File: config.mk
export PLATFORM = sky130hd
export DESIGN_NAME = mxb_ext_bus
export DESIGN_NICKNAME = d
export VERILOG_FILES = /design/src/rtl/mxb_pkg.sv /design/src/rtl/mxb_ext_bus.sv
export SDC_FILE = /design/constraint.sdc
export NUM_CORES = 1
export LEC_CHECK = 0
export ABC_CLOCK_PERIOD_IN_PS = 4800
export BUFFER_PORTS_ARGS = -buffer_cell sky130_fd_sc_hd__buf_2
export CAP_MARGIN = 20
export CELL_PAD_IN_SITES_DETAIL_PLACEMENT = 0
export CELL_PAD_IN_SITES_GLOBAL_PLACEMENT = 2
export CORE_MARGIN = 2
export CORE_UTILIZATION = 32
export CTS_BUF_LIST = sky130_fd_sc_hd__clkbuf_8
export DETAILED_ROUTE_END_ITERATION = 10
export GPL_TIMING_DRIVEN = 0
export PLACE_DENSITY_LB_ADDON = 0.1
export SYNTH_ARGS = -nofsm -noshare
export SYNTH_HDL_FRONTEND = slang
export SYNTH_SLANG_ARGS = --single-unit
File: constraint.sdc
create_clock -name ref_clk -period 4.8 [get_ports ref_clk]
set_input_delay 0.48 -clock ref_clk [delete_from_list [all_inputs] [get_ports ref_clk]]
set_output_delay 0.48 -clock ref_clk [all_outputs]
set_load 0.01 [all_outputs]
File: src/rtl/mxb_pkg.sv
// Constants for the external memory and expander bus block
package mxb_pkg;
   // Machine cycle is fifteen states of the internal clock
   localparam int unsigned CYC_LEN     = 15;
   localparam logic [3:0]  PH_ALE_ON   = 4'h0;
   localparam logic [3:0]  PH_ALE_OFF  = 4'h3;
   localparam logic [3:0]  PH_ADDR_OFF = 4'h4;
   localparam logic [3:0]  PH_STB_ON   = 4'h5;
   localparam logic [3:0]  PH_STB_OFF  = 4'hB;
   localparam logic [3:0]  PH_LAST     = 4'hE;
   localparam logic [7:0]  PORT_RESET  = 8'hFF;
   localparam logic [3:0]  NIB_RESET   = 4'hF;
   localparam logic [1:0]  CLK_DIV_MAX = 2'h2;

   // Kinds of external cycle
   typedef enum logic [2:0] {
      MXB_OP_NONE,
      MXB_OP_FETCH,
      MXB_OP_XRD,
      MXB_OP_XWR,
      MXB_OP_BUSIN,
      MXB_OP_BUSOUT,
      MXB_OP_EXP
   } mxb_op_t;

   typedef enum logic [1:0] {
      MXB_ST_RUN,
      MXB_ST_STEP_HOLD
   } mxb_state_t;
endpackage

File: src/rtl/mxb_ext_bus.sv
// External memory, data bus, port and expander bus interface
//
// Overview of operation
// [RQ1] One address-latch pulse in every machine cycle.
// [RQ2] Fetch drives low PC byte with latch pulse, reads code on fetch strobe.
// [RQ3] Upper four PC bits on port two low pins during external fetch.
// [RQ4] Data memory: address with latch pulse, then read or write strobe.
// [RQ5] Read strobe for external data read and bus input instructions.
// [RQ6] Write strobe for external data write and bus output instructions.
// [RQ7] Bus lines bidirectional; output data held in a latch.
// [RQ8] External code select high means code is fetched externally.
// [RQ9] Ports quasi-bidirectional, reset to all ones, input after ones written.
// [RQ10] Port two low nibble is expander bus framed by expander strobe.
// [RQ11] Test pin a sampled by jumps, or outputs internal clock when enabled.
// [RQ12] Test pin b sampled by jumps, or counts events when counting started.
// [RQ13] Interrupt pin is a jump condition and an interrupt request.
// [RQ14] Single-step input halts after each instruction, with latch pulse. Here ale stays low while halted.
// [RQ15] External latch captures low address at latch strobe fall.
// [RQ16] Program memory drives bus only while fetch strobe is low.
// [RQ17] Read, write, fetch, reset active low; latch, expander strobes high. Here the reset input is active high.
`timescale 1ns/1ps
`default_nettype none
module mxb_ext_bus #(
   parameter int unsigned PC_W = 12
) (
   // Clock and reset
   input  wire logic            ref_clk,
   input  wire logic            reset,
   // Core requests, held for the machine cycle they apply to
   input  wire logic [PC_W-1:0] core_pc,
   input  wire logic [2:0]      core_op,
   input  wire logic [7:0]      core_addr,
   input  wire logic [7:0]      core_wdata,
   input  wire logic [3:0]      core_exp_ctl,
   input  wire logic            core_instr_end,
   input  wire logic            port_one_wr,
   input  wire logic [7:0]      port_one_wdata,
   input  wire logic            port_two_wr,
   input  wire logic [7:0]      port_two_wdata,
   input  wire logic            clock_out_enable_instr,
   input  wire logic            start_event_count_instr,
   input  wire logic            stop_event_count_instr,
   // Core results
   output logic [7:0]           core_rdata,
   output logic                 core_rdata_vld,
   output logic                 cycle_start,
   output logic                 core_stall,
   output logic                 jump_on_test_a,
   output logic                 jump_on_test_b,
   output logic                 jump_on_irq_pin,
   output logic                 irq_req,
   output logic                 event_tick,
   output logic [7:0]           port_one_in,
   output logic [7:0]           port_two_in,
   // Straps and control pins
   input  wire logic            external_code_select,
   input  wire logic            single_step_n,
   input  wire logic            irq_pin_n,
   // Strobes
   output logic                 ale,
   output logic                 prog_fetch_strobe_n,
   output logic                 rd_n,
   output logic                 wr_n,
   output logic                 exp_strobe,
   // Bus lines
   input  wire logic [7:0]      bus_lines_i,
   output logic [7:0]           bus_lines_o,
   output logic                 bus_lines_oe,
   // Quasi-bidirectional ports
   input  wire logic [7:0]      port_one_i,
   output logic [7:0]           port_one_o,
   output logic [7:0]           port_one_oe,
   input  wire logic [7:0]      port_two_i,
   output logic [7:0]           port_two_o,
   output logic [7:0]           port_two_oe,
   // Test pins
   input  wire logic            test_pin_a_i,
   output logic                 test_pin_a_o,
   output logic                 test_pin_a_oe,
   input  wire logic            test_pin_b
);
   logic [3:0]             phase_q;
   mxb_pkg::mxb_op_t       op_q;
   mxb_pkg::mxb_state_t    state_q;
   logic [PC_W-1:0]        pc_q;
   logic [7:0]             addr_q;
   logic [7:0]             out_latch_q;
   logic [3:0]             exp_ctl_q;
   logic [7:0]             p1_latch_q;
   logic [7:0]             p2_latch_q;
   logic                   ext_q;
   logic                   clk_out_en_q;
   logic [1:0]             div_q;
   logic                   clk_out_q;
   logic                   count_en_q;
   logic                   tb_q;
   logic                   step_q;

   // Strobe window test reused by every strobe
   function automatic logic in_win(input logic [3:0] ph,
                                   input logic [3:0] lo,
                                   input logic [3:0] hi);
      in_win = (ph >= lo) && (ph < hi);
   endfunction

   wire logic last_ph   = (phase_q == mxb_pkg::PH_LAST);
   wire logic strobe_ph = in_win(phase_q, mxb_pkg::PH_STB_ON,
                                 mxb_pkg::PH_STB_OFF);
   wire logic addr_ph   = in_win(phase_q, mxb_pkg::PH_ALE_ON,
                                 mxb_pkg::PH_ADDR_OFF);
   wire logic is_rd     = (op_q == mxb_pkg::MXB_OP_XRD) ||
                          (op_q == mxb_pkg::MXB_OP_BUSIN);
   wire logic is_wr     = (op_q == mxb_pkg::MXB_OP_XWR) ||
                          (op_q == mxb_pkg::MXB_OP_BUSOUT);
   wire logic is_fetch  = (op_q == mxb_pkg::MXB_OP_FETCH) && ext_q;
   wire logic is_xmem   = (op_q == mxb_pkg::MXB_OP_XRD) ||
                          (op_q == mxb_pkg::MXB_OP_XWR);
   wire logic is_exp    = (op_q == mxb_pkg::MXB_OP_EXP);

   // Strap caught on a clock edge, not under reset
   // [RQ8] external code select
   always_ff @(posedge ref_clk) begin
      ext_q <= external_code_select;
   end

   // Phase counter; held at phase 0 while halted in step hold
   // [RQ1] one latch pulse per cycle
   always_ff @(posedge ref_clk) begin
      if (reset) begin
         phase_q <= '0;
      end else if (state_q == mxb_pkg::MXB_ST_STEP_HOLD) begin
         phase_q <= '0;
      end else if (last_ph) begin
         phase_q <= '0;
      end else begin
         phase_q <= phase_q + 4'h1;
      end
   end

   // [RQ14] halt after instruction
   always_ff @(posedge ref_clk) begin
      if (reset) begin
         state_q <= mxb_pkg::MXB_ST_RUN;
         step_q  <= 1'b1;
      end else begin
         step_q <= single_step_n;
         case (state_q)
            mxb_pkg::MXB_ST_RUN: begin
               if (last_ph && core_instr_end && !single_step_n)
                  state_q <= mxb_pkg::MXB_ST_STEP_HOLD;
            end
            mxb_pkg::MXB_ST_STEP_HOLD: begin
               // Release on a rising single-step edge only
               if (single_step_n && !step_q)
                  state_q <= mxb_pkg::MXB_ST_RUN;
            end
            default: state_q <= mxb_pkg::MXB_ST_RUN;
         endcase
      end
   end

   // Request capture at cycle start
   always_ff @(posedge ref_clk) begin
      if (reset) begin
         op_q      <= mxb_pkg::MXB_OP_NONE;
         pc_q      <= '0;
         addr_q    <= '0;
         exp_ctl_q <= '0;
      end else if (phase_q == mxb_pkg::PH_ALE_ON &&
                   state_q == mxb_pkg::MXB_ST_RUN) begin
         op_q      <= mxb_pkg::mxb_op_t'(core_op);
         pc_q      <= core_pc;
         addr_q    <= core_addr;
         exp_ctl_q <= core_exp_ctl;
      end
   end

   // [RQ7] output data latch
   always_ff @(posedge ref_clk) begin
      if (reset) begin
         out_latch_q <= '0;
      end else if (phase_q == mxb_pkg::PH_ADDR_OFF && is_wr) begin
         out_latch_q <= core_wdata;
      end
   end

   // Strobes registered from phase; ALE falls while address still held
   // [RQ17] strobe polarities
   always_ff @(posedge ref_clk) begin
      if (reset) begin
         ale                 <= 1'b0;
         prog_fetch_strobe_n <= 1'b1;
         rd_n                <= 1'b1;
         wr_n                <= 1'b1;
         exp_strobe          <= 1'b0;
      end else begin
         // [RQ1] latch pulse
         ale <= (state_q == mxb_pkg::MXB_ST_RUN) &&
                in_win(phase_q + 4'h1, 4'h1, mxb_pkg::PH_ALE_OFF + 4'h1);
         // [RQ2] fetch strobe
         prog_fetch_strobe_n <= !(is_fetch && strobe_ph);
         // [RQ5] read strobe
         rd_n <= !(is_rd && strobe_ph);
         // [RQ6] write strobe
         wr_n <= !(is_wr && strobe_ph);
         // [RQ10] expander strobe
         exp_strobe <= is_exp && strobe_ph;
      end
   end

   // Bus lines drive: address in latch window, write data in strobe
   // [RQ2] low PC byte on bus
   // [RQ4] data address on bus
   always_ff @(posedge ref_clk) begin
      if (reset) begin
         bus_lines_o  <= '0;
         bus_lines_oe <= 1'b0;
      end else if (addr_ph && (is_fetch || is_xmem)) begin
         bus_lines_oe <= 1'b1;
         bus_lines_o  <= is_fetch ? pc_q[7:0] : addr_q;
      end else if (is_wr && phase_q >= mxb_pkg::PH_ADDR_OFF) begin
         // [RQ7] latched output data; latch loads on this same edge
         bus_lines_oe <= 1'b1;
         bus_lines_o  <= (phase_q == mxb_pkg::PH_ADDR_OFF) ? core_wdata
                                                           : out_latch_q;
      end else begin
         bus_lines_oe <= 1'b0;
         bus_lines_o  <= out_latch_q;
      end
   end

   // Read capture just before the strobe rises
   // [RQ2] instruction byte read
   always_ff @(posedge ref_clk) begin
      if (reset) begin
         core_rdata     <= '0;
         core_rdata_vld <= 1'b0;
      end else begin
         core_rdata_vld <= 1'b0;
         if (phase_q == mxb_pkg::PH_STB_OFF - 4'h1 &&
             (is_fetch || is_rd)) begin
            core_rdata     <= bus_lines_i;
            core_rdata_vld <= 1'b1;
         end else if (phase_q == mxb_pkg::PH_STB_OFF - 4'h1 && is_exp) begin
            core_rdata     <= {4'h0, port_two_i[3:0]};
            core_rdata_vld <= 1'b1;
         end
      end
   end

   // [RQ9] port latches reset to ones
   always_ff @(posedge ref_clk) begin
      if (reset) begin
         p1_latch_q <= mxb_pkg::PORT_RESET;
         p2_latch_q <= mxb_pkg::PORT_RESET;
      end else begin
         if (port_one_wr)
            p1_latch_q <= port_one_wdata;
         if (port_two_wr)
            p2_latch_q <= port_two_wdata;
      end
   end

   // Quasi pins: pull low strongly, ones only weakly (no drive)
   // [RQ9] quasi-bidirectional ports
   always_ff @(posedge ref_clk) begin
      if (reset) begin
         port_one_o  <= '0;
         port_one_oe <= '0;
         port_two_o  <= '0;
         port_two_oe <= '0;
      end else begin
         port_one_o  <= '0;
         port_one_oe <= ~p1_latch_q;
         port_two_o  <= '0;
         port_two_oe <= {~p2_latch_q[7:4], 4'h0};
         if (is_fetch && phase_q >= mxb_pkg::PH_ALE_ON) begin
            // [RQ3] upper PC bits on port two
            port_two_o[3:0]  <= pc_q[PC_W-1 -: 4];
            port_two_oe[3:0] <= mxb_pkg::NIB_RESET;
         end else if (is_exp && phase_q < mxb_pkg::PH_STB_ON) begin
            // [RQ10] expander control nibble before strobe
            port_two_o[3:0]  <= exp_ctl_q;
            port_two_oe[3:0] <= mxb_pkg::NIB_RESET;
         end else begin
            port_two_oe[3:0] <= ~p2_latch_q[3:0];
         end
      end
   end

   always_ff @(posedge ref_clk) begin
      if (reset) begin
         // Undriven pins read high through their pull-ups
         port_one_in <= mxb_pkg::PORT_RESET;
         port_two_in <= mxb_pkg::PORT_RESET;
      end else begin
         // Pins driven low read as low; only ones-written pins act as inputs
         port_one_in <= port_one_i & p1_latch_q;
         port_two_in <= port_two_i & p2_latch_q;
      end
   end

   // [RQ11] test pin a clock output
   always_ff @(posedge ref_clk) begin
      if (reset) begin
         clk_out_en_q <= 1'b0;
         div_q        <= '0;
         clk_out_q    <= 1'b0;
      end else begin
         if (clock_out_enable_instr)
            clk_out_en_q <= 1'b1;
         div_q <= (div_q == mxb_pkg::CLK_DIV_MAX) ? 2'h0 : div_q + 2'h1;
         if (div_q == mxb_pkg::CLK_DIV_MAX)
            clk_out_q <= !clk_out_q;
      end
   end

   // [RQ12] event counting on test pin b
   always_ff @(posedge ref_clk) begin
      if (reset) begin
         count_en_q <= 1'b0;
         tb_q       <= 1'b0;
         event_tick <= 1'b0;
      end else begin
         if (start_event_count_instr)
            count_en_q <= 1'b1;
         else if (stop_event_count_instr)
            count_en_q <= 1'b0;
         tb_q       <= test_pin_b;
         // High-to-low transition counts one event
         event_tick <= count_en_q && tb_q && !test_pin_b;
      end
   end

   // [RQ11] [RQ12] [RQ13] jump condition sampling
   always_ff @(posedge ref_clk) begin
      if (reset) begin
         jump_on_test_a  <= 1'b0;
         jump_on_test_b  <= 1'b0;
         jump_on_irq_pin <= 1'b0;
         irq_req         <= 1'b0;
      end else begin
         jump_on_test_a  <= clk_out_en_q ? 1'b0 : test_pin_a_i;
         jump_on_test_b  <= test_pin_b;
         jump_on_irq_pin <= !irq_pin_n;
         irq_req         <= !irq_pin_n;
      end
   end

   assign test_pin_a_o  = clk_out_q;
   assign test_pin_a_oe = clk_out_en_q;
   assign cycle_start   = (phase_q == mxb_pkg::PH_ALE_ON) &&
                          (state_q == mxb_pkg::MXB_ST_RUN);
   assign core_stall    = (state_q == mxb_pkg::MXB_ST_STEP_HOLD);
endmodule
`default_nettype wire

==> qor.csv, run 1 <==
stage,metric,value,unit
run_status,status,"finished, final reports clean",
synth,ys_ff_latch,126,
drt,drc,0,
timing,slew_violations,0,
global_routing,grt_pass1_vias,3527,
timing,fmax,0.392,GHz
global_routing,grt_pass1_wl,18400,um
floorplanning,core-area,0.0138,mm^2
synth,syn_area,0.00451,mm^2
global_routing,grt.busiest_layer,met2,
timing,post-route-period-util,0.531,
synth,synthCells,461,
timing,rsz0062_at_grt,no,
worst_setup_path,critPathRequiredTime,4.32,ns
worst_setup_path,crit_path_end_kind,primary output,
final_layout,syn2layout_area_growth,30.0,%
global_routing,grt_use_met2,0.262,
synth,synth.yosys.seq_area_share,0.560,
floorplanning,rows,43,
drt,post_drt_wl_per_cell,14.3,um
final_layout,mostFrequentLayoutCell,buf_2,
job,cap_violations,0,
synth,synthArstFlopShare,0,
timing,worstMarginPinSlew,0.920,ns
floorplanning,initial_core_util,0.326,
final_layout,final_cell_mix,"buf_2 (160), dfxtp_1 (126), nand2_1 (62)",
clock_tree,cts_buffers,17,
global_routing,use_met1,0.204,
synth,synth_warnings,0,
place,dp_slack,2.48,ns
clock_tree,clk_pin_slew_worst_paths,0.06,ns
place,gp_congestion,0.706,
hold_path,hold_path_class,input port to register,
floorplanning,die_height,123,um
global_routing,met3_usage,0.0558,
clock_tree,cts_tree,yes,
place,post_dp_cell_area,0.00554,mm^2
timing,fin_crit,2.55,ns
drt,ant_nets,0,
final_layout,final_cell_area,0.00586,mm^2
power,p_per_area,373,mW/mm^2
worst_setup_path,start_kind,register,
final_layout,nNetsFinal,739,
timing,slew-limit-headroom,0.382,
timing,hold_viol,0,
synth,yosysTopAreaCell,dfxtp_1,
global_routing,grt_antenna_before_repair,0,
clock_tree,post_cts_resized,0,
clock_tree,h-tree-depth,4,
clock_tree,cts.path.max_buffers,2,
drt,vias_per_cell,4.43,
worst_setup_path,worstPathArrival,2.07,ns
clock_tree,holdBufCountCts,0,
clock_tree,clock-sinks,126,
global_routing,grtUsageTotal,0.164,
timing,hold_slack,0.145,ns
synth,yosys-top-cells-area,"dfxtp_1 (56%), nand2_1 (5.2%), a21oi_1 (4.4%), nor2_1 (3.2%), a211o_1 (3.1%)",
synth,syn_avg_cell_area,9.78,um^2
timing,fin_tns_setup,0,ns
global_routing,grt_start_max_net_pins,17,
timing,setup_ws,2.25,ns
floorplanning,dieArea,0.0150,mm^2
floorplanning,die_w,123,um
floorplanning,io_pins,168,
synth,ys.flop_type,dfxtp_1,
clock_tree,cts_setup_buffers,0,
global_routing,grt_overflow_total,0,
drt,drtIter0Drc,147,
clock_tree,cts-root-buf,clkbuf_8,
final_layout,antenna_cells,0,
power,ir_drop,0.144,mV
worst_setup_path,path_class,register to primary output,
place,io_buffer_count,154,
worst_setup_path,reg2reg_slack,2.81,ns
worst_setup_path,cp_max_fo,10,
synth,synth_edf_count,0,
drt,vias,3689,
final_layout,layout-drive-gt1-share,0.325,
timing,fin_skew,0.00667,ns
drt,routed_wl,11900,um
clock_tree,clkLatencyLatePin,0.43,ns
power,power.leakage,2.70,nW
place,hpwl,9000,um
drt,dr.pass1.iters,4,
synth,synth_top_cell_area_share,0.560,
timing,setup_viol,0,
synth,synth.distinct_cells,44,
-- power breakdown --
part,total (W),switching [W],internal [W]
clock,0.000753,0.000365,0.000387
sequential,0.00114,0.0000294,0.00111
combinational,0.000289,0.000161,0.000128
total,0.00218,0.000556,0.00163
-- worst max-delay path: stages (launching register included) --
cell	delay (ns)
dfxtp_1	0.33
buf_2	0.18
nor2_1	0.26
nand3b_2	0.28
inv_2	0.23
buf_4	0.21
buf_2	0.15
-- routing by layer --
metal	wire [um]	share of wire
met5	0	0
met4	159	0.013
met3	742	0.062
met2	5520	0.46
met1	5510	0.46
-- synthesized netlist by cell type, types with 5 or more instances --
library cell,number
a22oi_1,5
nand2_1,62
ha_1,6
nor3_1,5
a21oi_1,40
a21o_1,17
mux2i_1,8
buf_2,6
dfxtp_1,126
buf_4,16
and2_1,8
clkbuf_1,13
inv_1,10
a211o_1,16
a211oi_1,14
nor2_1,39
nor2b_1,20
-- sequential cells by signal, summed over array words and instances, names as in the netlist, 2 cells and up --
name         cells
addr_q           8
port_two_in      8
core_rdata       8
port_two_o       4
op_q             3
exp_ctl_q        4
p2_latch_q       8
pc_q            12
out_latch_q      8
port_one_in      8
p1_latch_q       8
div_q            2
bus_lines_o      8
port_one_oe      8
port_two_oe      8
phase_q          4
-- final timing paths --
path,from,cells after the start,to
max,phase_q[2]$_SDFF_PP0_,6,cycle_start
min,external_code_select,1,ext_q$_DFF_P_
max reg2reg,op_q[0]$_SDFFE_PP0P_,5,port_two_oe[2]$_SDFF_PP0_
min reg2reg,div_q[0]$_SDFF_PP0_,1,div_q[0]$_SDFF_PP0_
-- cells by family (layout without fill, tap and decap cells) --
kind of cell             Yosys count  after routing  share of synthesized area
XOR/XNOR                           4              4                    0.00944
flip-flops                       126            126                      0.560
buffers and inverters             53            234                     0.0641
AND/OR/NAND/NOR                  156            156                      0.166
other                              1             12                   0.000832
adder cells (fa/ha/maj)            6              6                     0.0167
multiplexers                       8              8                     0.0178
AO/OA/AOI/OAI                    107            107                      0.166
-- through the flow --
| step | util | power, W | cells |
|---|---|---|---|
| global placement | 0.401 | 0.00145 | 806 |
| detailed placement | 0.401 | 0.00146 | 806 |
| global route | 0.424 | 0.00231 | 833 |
| floorplan | - | 0.00134 | 472 |
| finish | 0.424 | 0.00218 | 833 |
| CTS | 0.424 | 0.00223 | 833 |
-- area by class of cell --
| type | count | area [um^2] |
|---|---|---|
| inverters | 11 | 41.3 |
| repair buffers | 154 | 771 |
| clock buffers | 21 | 289 |
| clock inverters | 6 | 25.0 |
| plain buffers | 42 | 248 |
| flip-flops and latches | 126 | 2520 |
| well taps | 180 | 225 |
| multi-input cells | 293 | 1740 |
| fillers | 1433 | 7970 |
Note: power is estimated with default switching activity, not from simulation.
==> inputs of run 2 (changes only) <==
--- a/config.mk
+++ b/config.mk
@@ -5,13 +5,13 @@
 export SDC_FILE = /design/constraint.sdc
 export NUM_CORES = 1
 export LEC_CHECK = 0
-export ABC_CLOCK_PERIOD_IN_PS = 4800
+export ABC_CLOCK_PERIOD_IN_PS = 2600
 export BUFFER_PORTS_ARGS = -buffer_cell sky130_fd_sc_hd__buf_2
 export CAP_MARGIN = 20
 export CELL_PAD_IN_SITES_DETAIL_PLACEMENT = 0
 export CELL_PAD_IN_SITES_GLOBAL_PLACEMENT = 2
 export CORE_MARGIN = 2
-export CORE_UTILIZATION = 32
+export CORE_UTILIZATION = 30
 export CTS_BUF_LIST = sky130_fd_sc_hd__clkbuf_8
 export DETAILED_ROUTE_END_ITERATION = 10
 export GPL_TIMING_DRIVEN = 0
==> constraint.sdc (replaced) <==
create_clock -name ref_clk -period 2.6 [get_ports ref_clk]
set_input_delay 0.26 -clock ref_clk [delete_from_list [all_inputs] [get_ports ref_clk]]
set_output_delay 0.26 -clock ref_clk [all_outputs]
set_load 0.01 [all_outputs]
==> run 2 against run 1 <==
Net effect: register-to-register slack got worse by 2.1 ns; sequential power rose by 85%; clock skew rose by 0.0027 ns; setup slack got worse by 2.0 ns; global-route usage fell by 0.31 points; clock-buffer cell count fell by 2; core utilization fell by 0.17 points; clock power rose by 99%; combinational power rose by 97%; critical path type unchanged; cell count rose by 4.2%; non-clock buffer count rose by 26; highest routed layer unchanged.
==> qor.csv, run 2 (synthesis results as in run 1) <==
stage,metric,value,unit,change
power,combPwrFrac,0.136,,+0.004
timing,fin_skew,0.00933,ns,+0.00265 ns
place,dp_slack,0.529,ns,-1.95 ns
drt,ant_nets,0,,unchanged
final_layout,antenna_cells,0,,unchanged
clock_tree,clock-sinks,126,,unchanged
power,p_clk_frac,0.360,,+0.015
final_layout,largest_reg_flops,12,,unchanged
clock_tree,clk_pin_slew_worst_paths,0.07,ns,about the same
timing,setup_viol,0,,unchanged
global_routing,grtUsageTotal,0.161,,-0.00305
clock_tree,cts-root-buf,clkbuf_8,,
timing,slew-limit-headroom,0.436,,+0.0539
worst_setup_path,cp_max_fo,10,,unchanged
drt,vias,3837,,+4.0%
final_layout,nNetsFinal,765,,+3.5%
worst_setup_path,critPathRequiredTime,2.34,ns,-1.98 ns
power,power.leakage,2.83,nW,+4.8%
clock_tree,h-tree-depth,4,,unchanged
drt,routed_wl,12500,um,+4.8%
worst_setup_path,crit_path_max_incr_delay,0.33,ns,about the same
drt,drc,0,,unchanged
drt,drtIter0Drc,159,,+8.2%
worst_setup_path,crit_path_end_kind,primary output,,
hold_path,min-delay-start,port_two_i[6],,
power,p_per_area,679,mW/mm^2,+82%
place,hpwl,9160,um,+1.9%
final_layout,fin_util,0.422,,-0.00172
global_routing,grt_pass1_wl,19700,um,+7.4%
floorplanning,die_w,127,um,+3.2%
hold_path,hold_path_class,input port to register,,
clock_tree,cts_tree,yes,,
floorplanning,core-area,0.0146,mm^2,+5.5%
timing,fin_crit,2.30,ns,
floorplanning,initial_core_util,0.309,,-0.0170
final_layout,syn2layout_area_growth,36.6,%,
place,io_buffer_count,154,,unchanged
floorplanning,dieArea,0.0160,mm^2,+6.4%
timing,post-route-period-util,0.886,,
global_routing,grt_overflow_total,0,,unchanged
run_status,status,"finished, final reports clean",,
drt,vias_per_cell,4.42,,-0.18%
timing,fmax,0.434,GHz,
floorplanning,io_pins,168,,unchanged
timing,worstMarginPinSlew,0.840,ns,-0.0803 ns
final_layout,final_cell_mix,"buf_2 (160), dfxtp_1 (126), nand2_1 (62)",,
power,p_switching,0.00109,W,+96%
final_layout,layout-drive-gt1-share,0.314,,-0.0103
worst_setup_path,crit_path_frequent_cell,buf_2,,
final_layout,regMostFlops,pc_q,,
timing,fin_tns_setup,0,ns,unchanged
worst_setup_path,worstReg2RegStart,phase_q[0]$_SDFF_PP0_,,
timing,setup_ws,0.298,ns,-1.95 ns
place,gp_congestion,0.741,,+5.0%
power,switching_share,0.261,,+0.00638
clock_tree,clkLatencyLatePin,0.44,ns,about the same
timing,slew_violations,0,,unchanged
worst_setup_path,worstPathArrival,2.04,ns,-0.03 ns
job,cap_violations,0,,unchanged
timing,hold_slack,0.0289,ns,-0.116 ns
worst_setup_path,path_class,register to primary output,,
final_layout,mostFrequentLayoutCell,buf_2,,
power,ir_drop,0.299,mV,+110%
clock_tree,cts_buffers,17,,unchanged
timing,hold_viol,0,,unchanged
worst_setup_path,startpoint,phase_q[2]$_SDFF_PP0_,,
clock_tree,cts.path.max_buffers,2,,unchanged
drt,dr.pass1.iters,4,,unchanged
worst_setup_path,cp_slowest_cell,dfxtp_1,,
worst_setup_path,crit_chain,buf_2 > nor2_1 > nand3b_2 > inv_2 > buf_4 > buf_2,,
power,seqPwrFrac,0.504,,-0.019
timing,rsz0062_at_grt,no,,
floorplanning,rows,44,,+2.3%
power,p_int,0.00309,W,+90%
global_routing,grt_pass1_vias,3868,,+9.7%
global_routing,grt_start_max_net_pins,17,,unchanged
global_routing,grt_antenna_before_repair,0,,unchanged
drt,post_drt_wl_per_cell,14.4,um,+0.57%
worst_setup_path,start_kind,register,,
floorplanning,die_height,127,um,+3.2%
==> run 2: changes by cell type in the layout (fill, tap and decap cells not counted) <==
cell	before	now
inv_1	14	16
bufinv_16	0	1
clkinvlp_4	0	1
dlygate4sd3_1	0	26
clkbuf_8	21	19
clkinv_2	2	5
==> run 2: what timing repair did <==
action	CTS	global route
gates resized for setup	0	0
hold buffers	26	0
setup endpoints to repair	0	0
buffers inserted	0	0
hold endpoints to repair	26	0
==> run 2: cell type report <==
cell class,count,area (um^2)
Timing Repair Buffer,180,1030
Sequential cell,126,2520
Buffer,42,248
Inverter,11,41.3
Fill cell,1476,8430
Clock inverter,13,85.1
Tap cell,184,230
Clock buffer,19,262
Multi-Input combinational cell,293,1740
==> run 2: power groups by stage <==
| stage | clock [W] | combinational [W] | sequential (W) |
|---|---|---|---|
| 2_1_floorplan | 0 | 0.000303 | 0.00217 |
| 3_3_place_gp | 0 | 0.000537 | 0.00215 |
| 3_5_place_dp | 0 | 0.000545 | 0.00215 |
| 4_1_cts | 0.00156 | 0.000578 | 0.00211 |
| 5_1_grt | 0.00166 | 0.000635 | 0.00212 |
| 6_report | 0.00150 | 0.000569 | 0.00211 |
==> run 2: worst max-delay path, delay by kind of cell (launching register included) <==
| kind | cells | cell delay, ns |
|---|---|---|
| flip-flops | 1 | 0.33 |
| buffers and inverters | 4 | 0.74 |
| AND/OR/NAND/NOR | 2 | 0.53 |
==> run 2: layer usage <==
layer  global-route usage  vias up  share of wire
met1                0.200     1740           0.47
li1                     -     1957              -
met2                0.254      114           0.45
met4               0.0866        0          0.035
met5                    0        -              0
met3               0.0439       26          0.048
==> run 2: metrics by stage <==
step,instance area (um^2),cells,power [W]
final,6160,868,0.00418
after detailed placement,5550,810,0.00270
after global routing,6160,868,0.00441
after floorplan,4550,472,0.00247
after CTS,6160,868,0.00424
after global placement,5550,810,0.00269
==> run 2: final timing paths <==
check                                                 end  slack (ns)  cells after the start
worst max register to register  port_two_oe[0]$_SDFF_PP0_        0.69                      6
worst min-delay path            port_two_in[6]$_SDFF_PP1_        0.03                      2
worst min register to register        div_q[0]$_SDFF_PP0_        0.42                      1
worst max-delay path                          cycle_start        0.30                      6
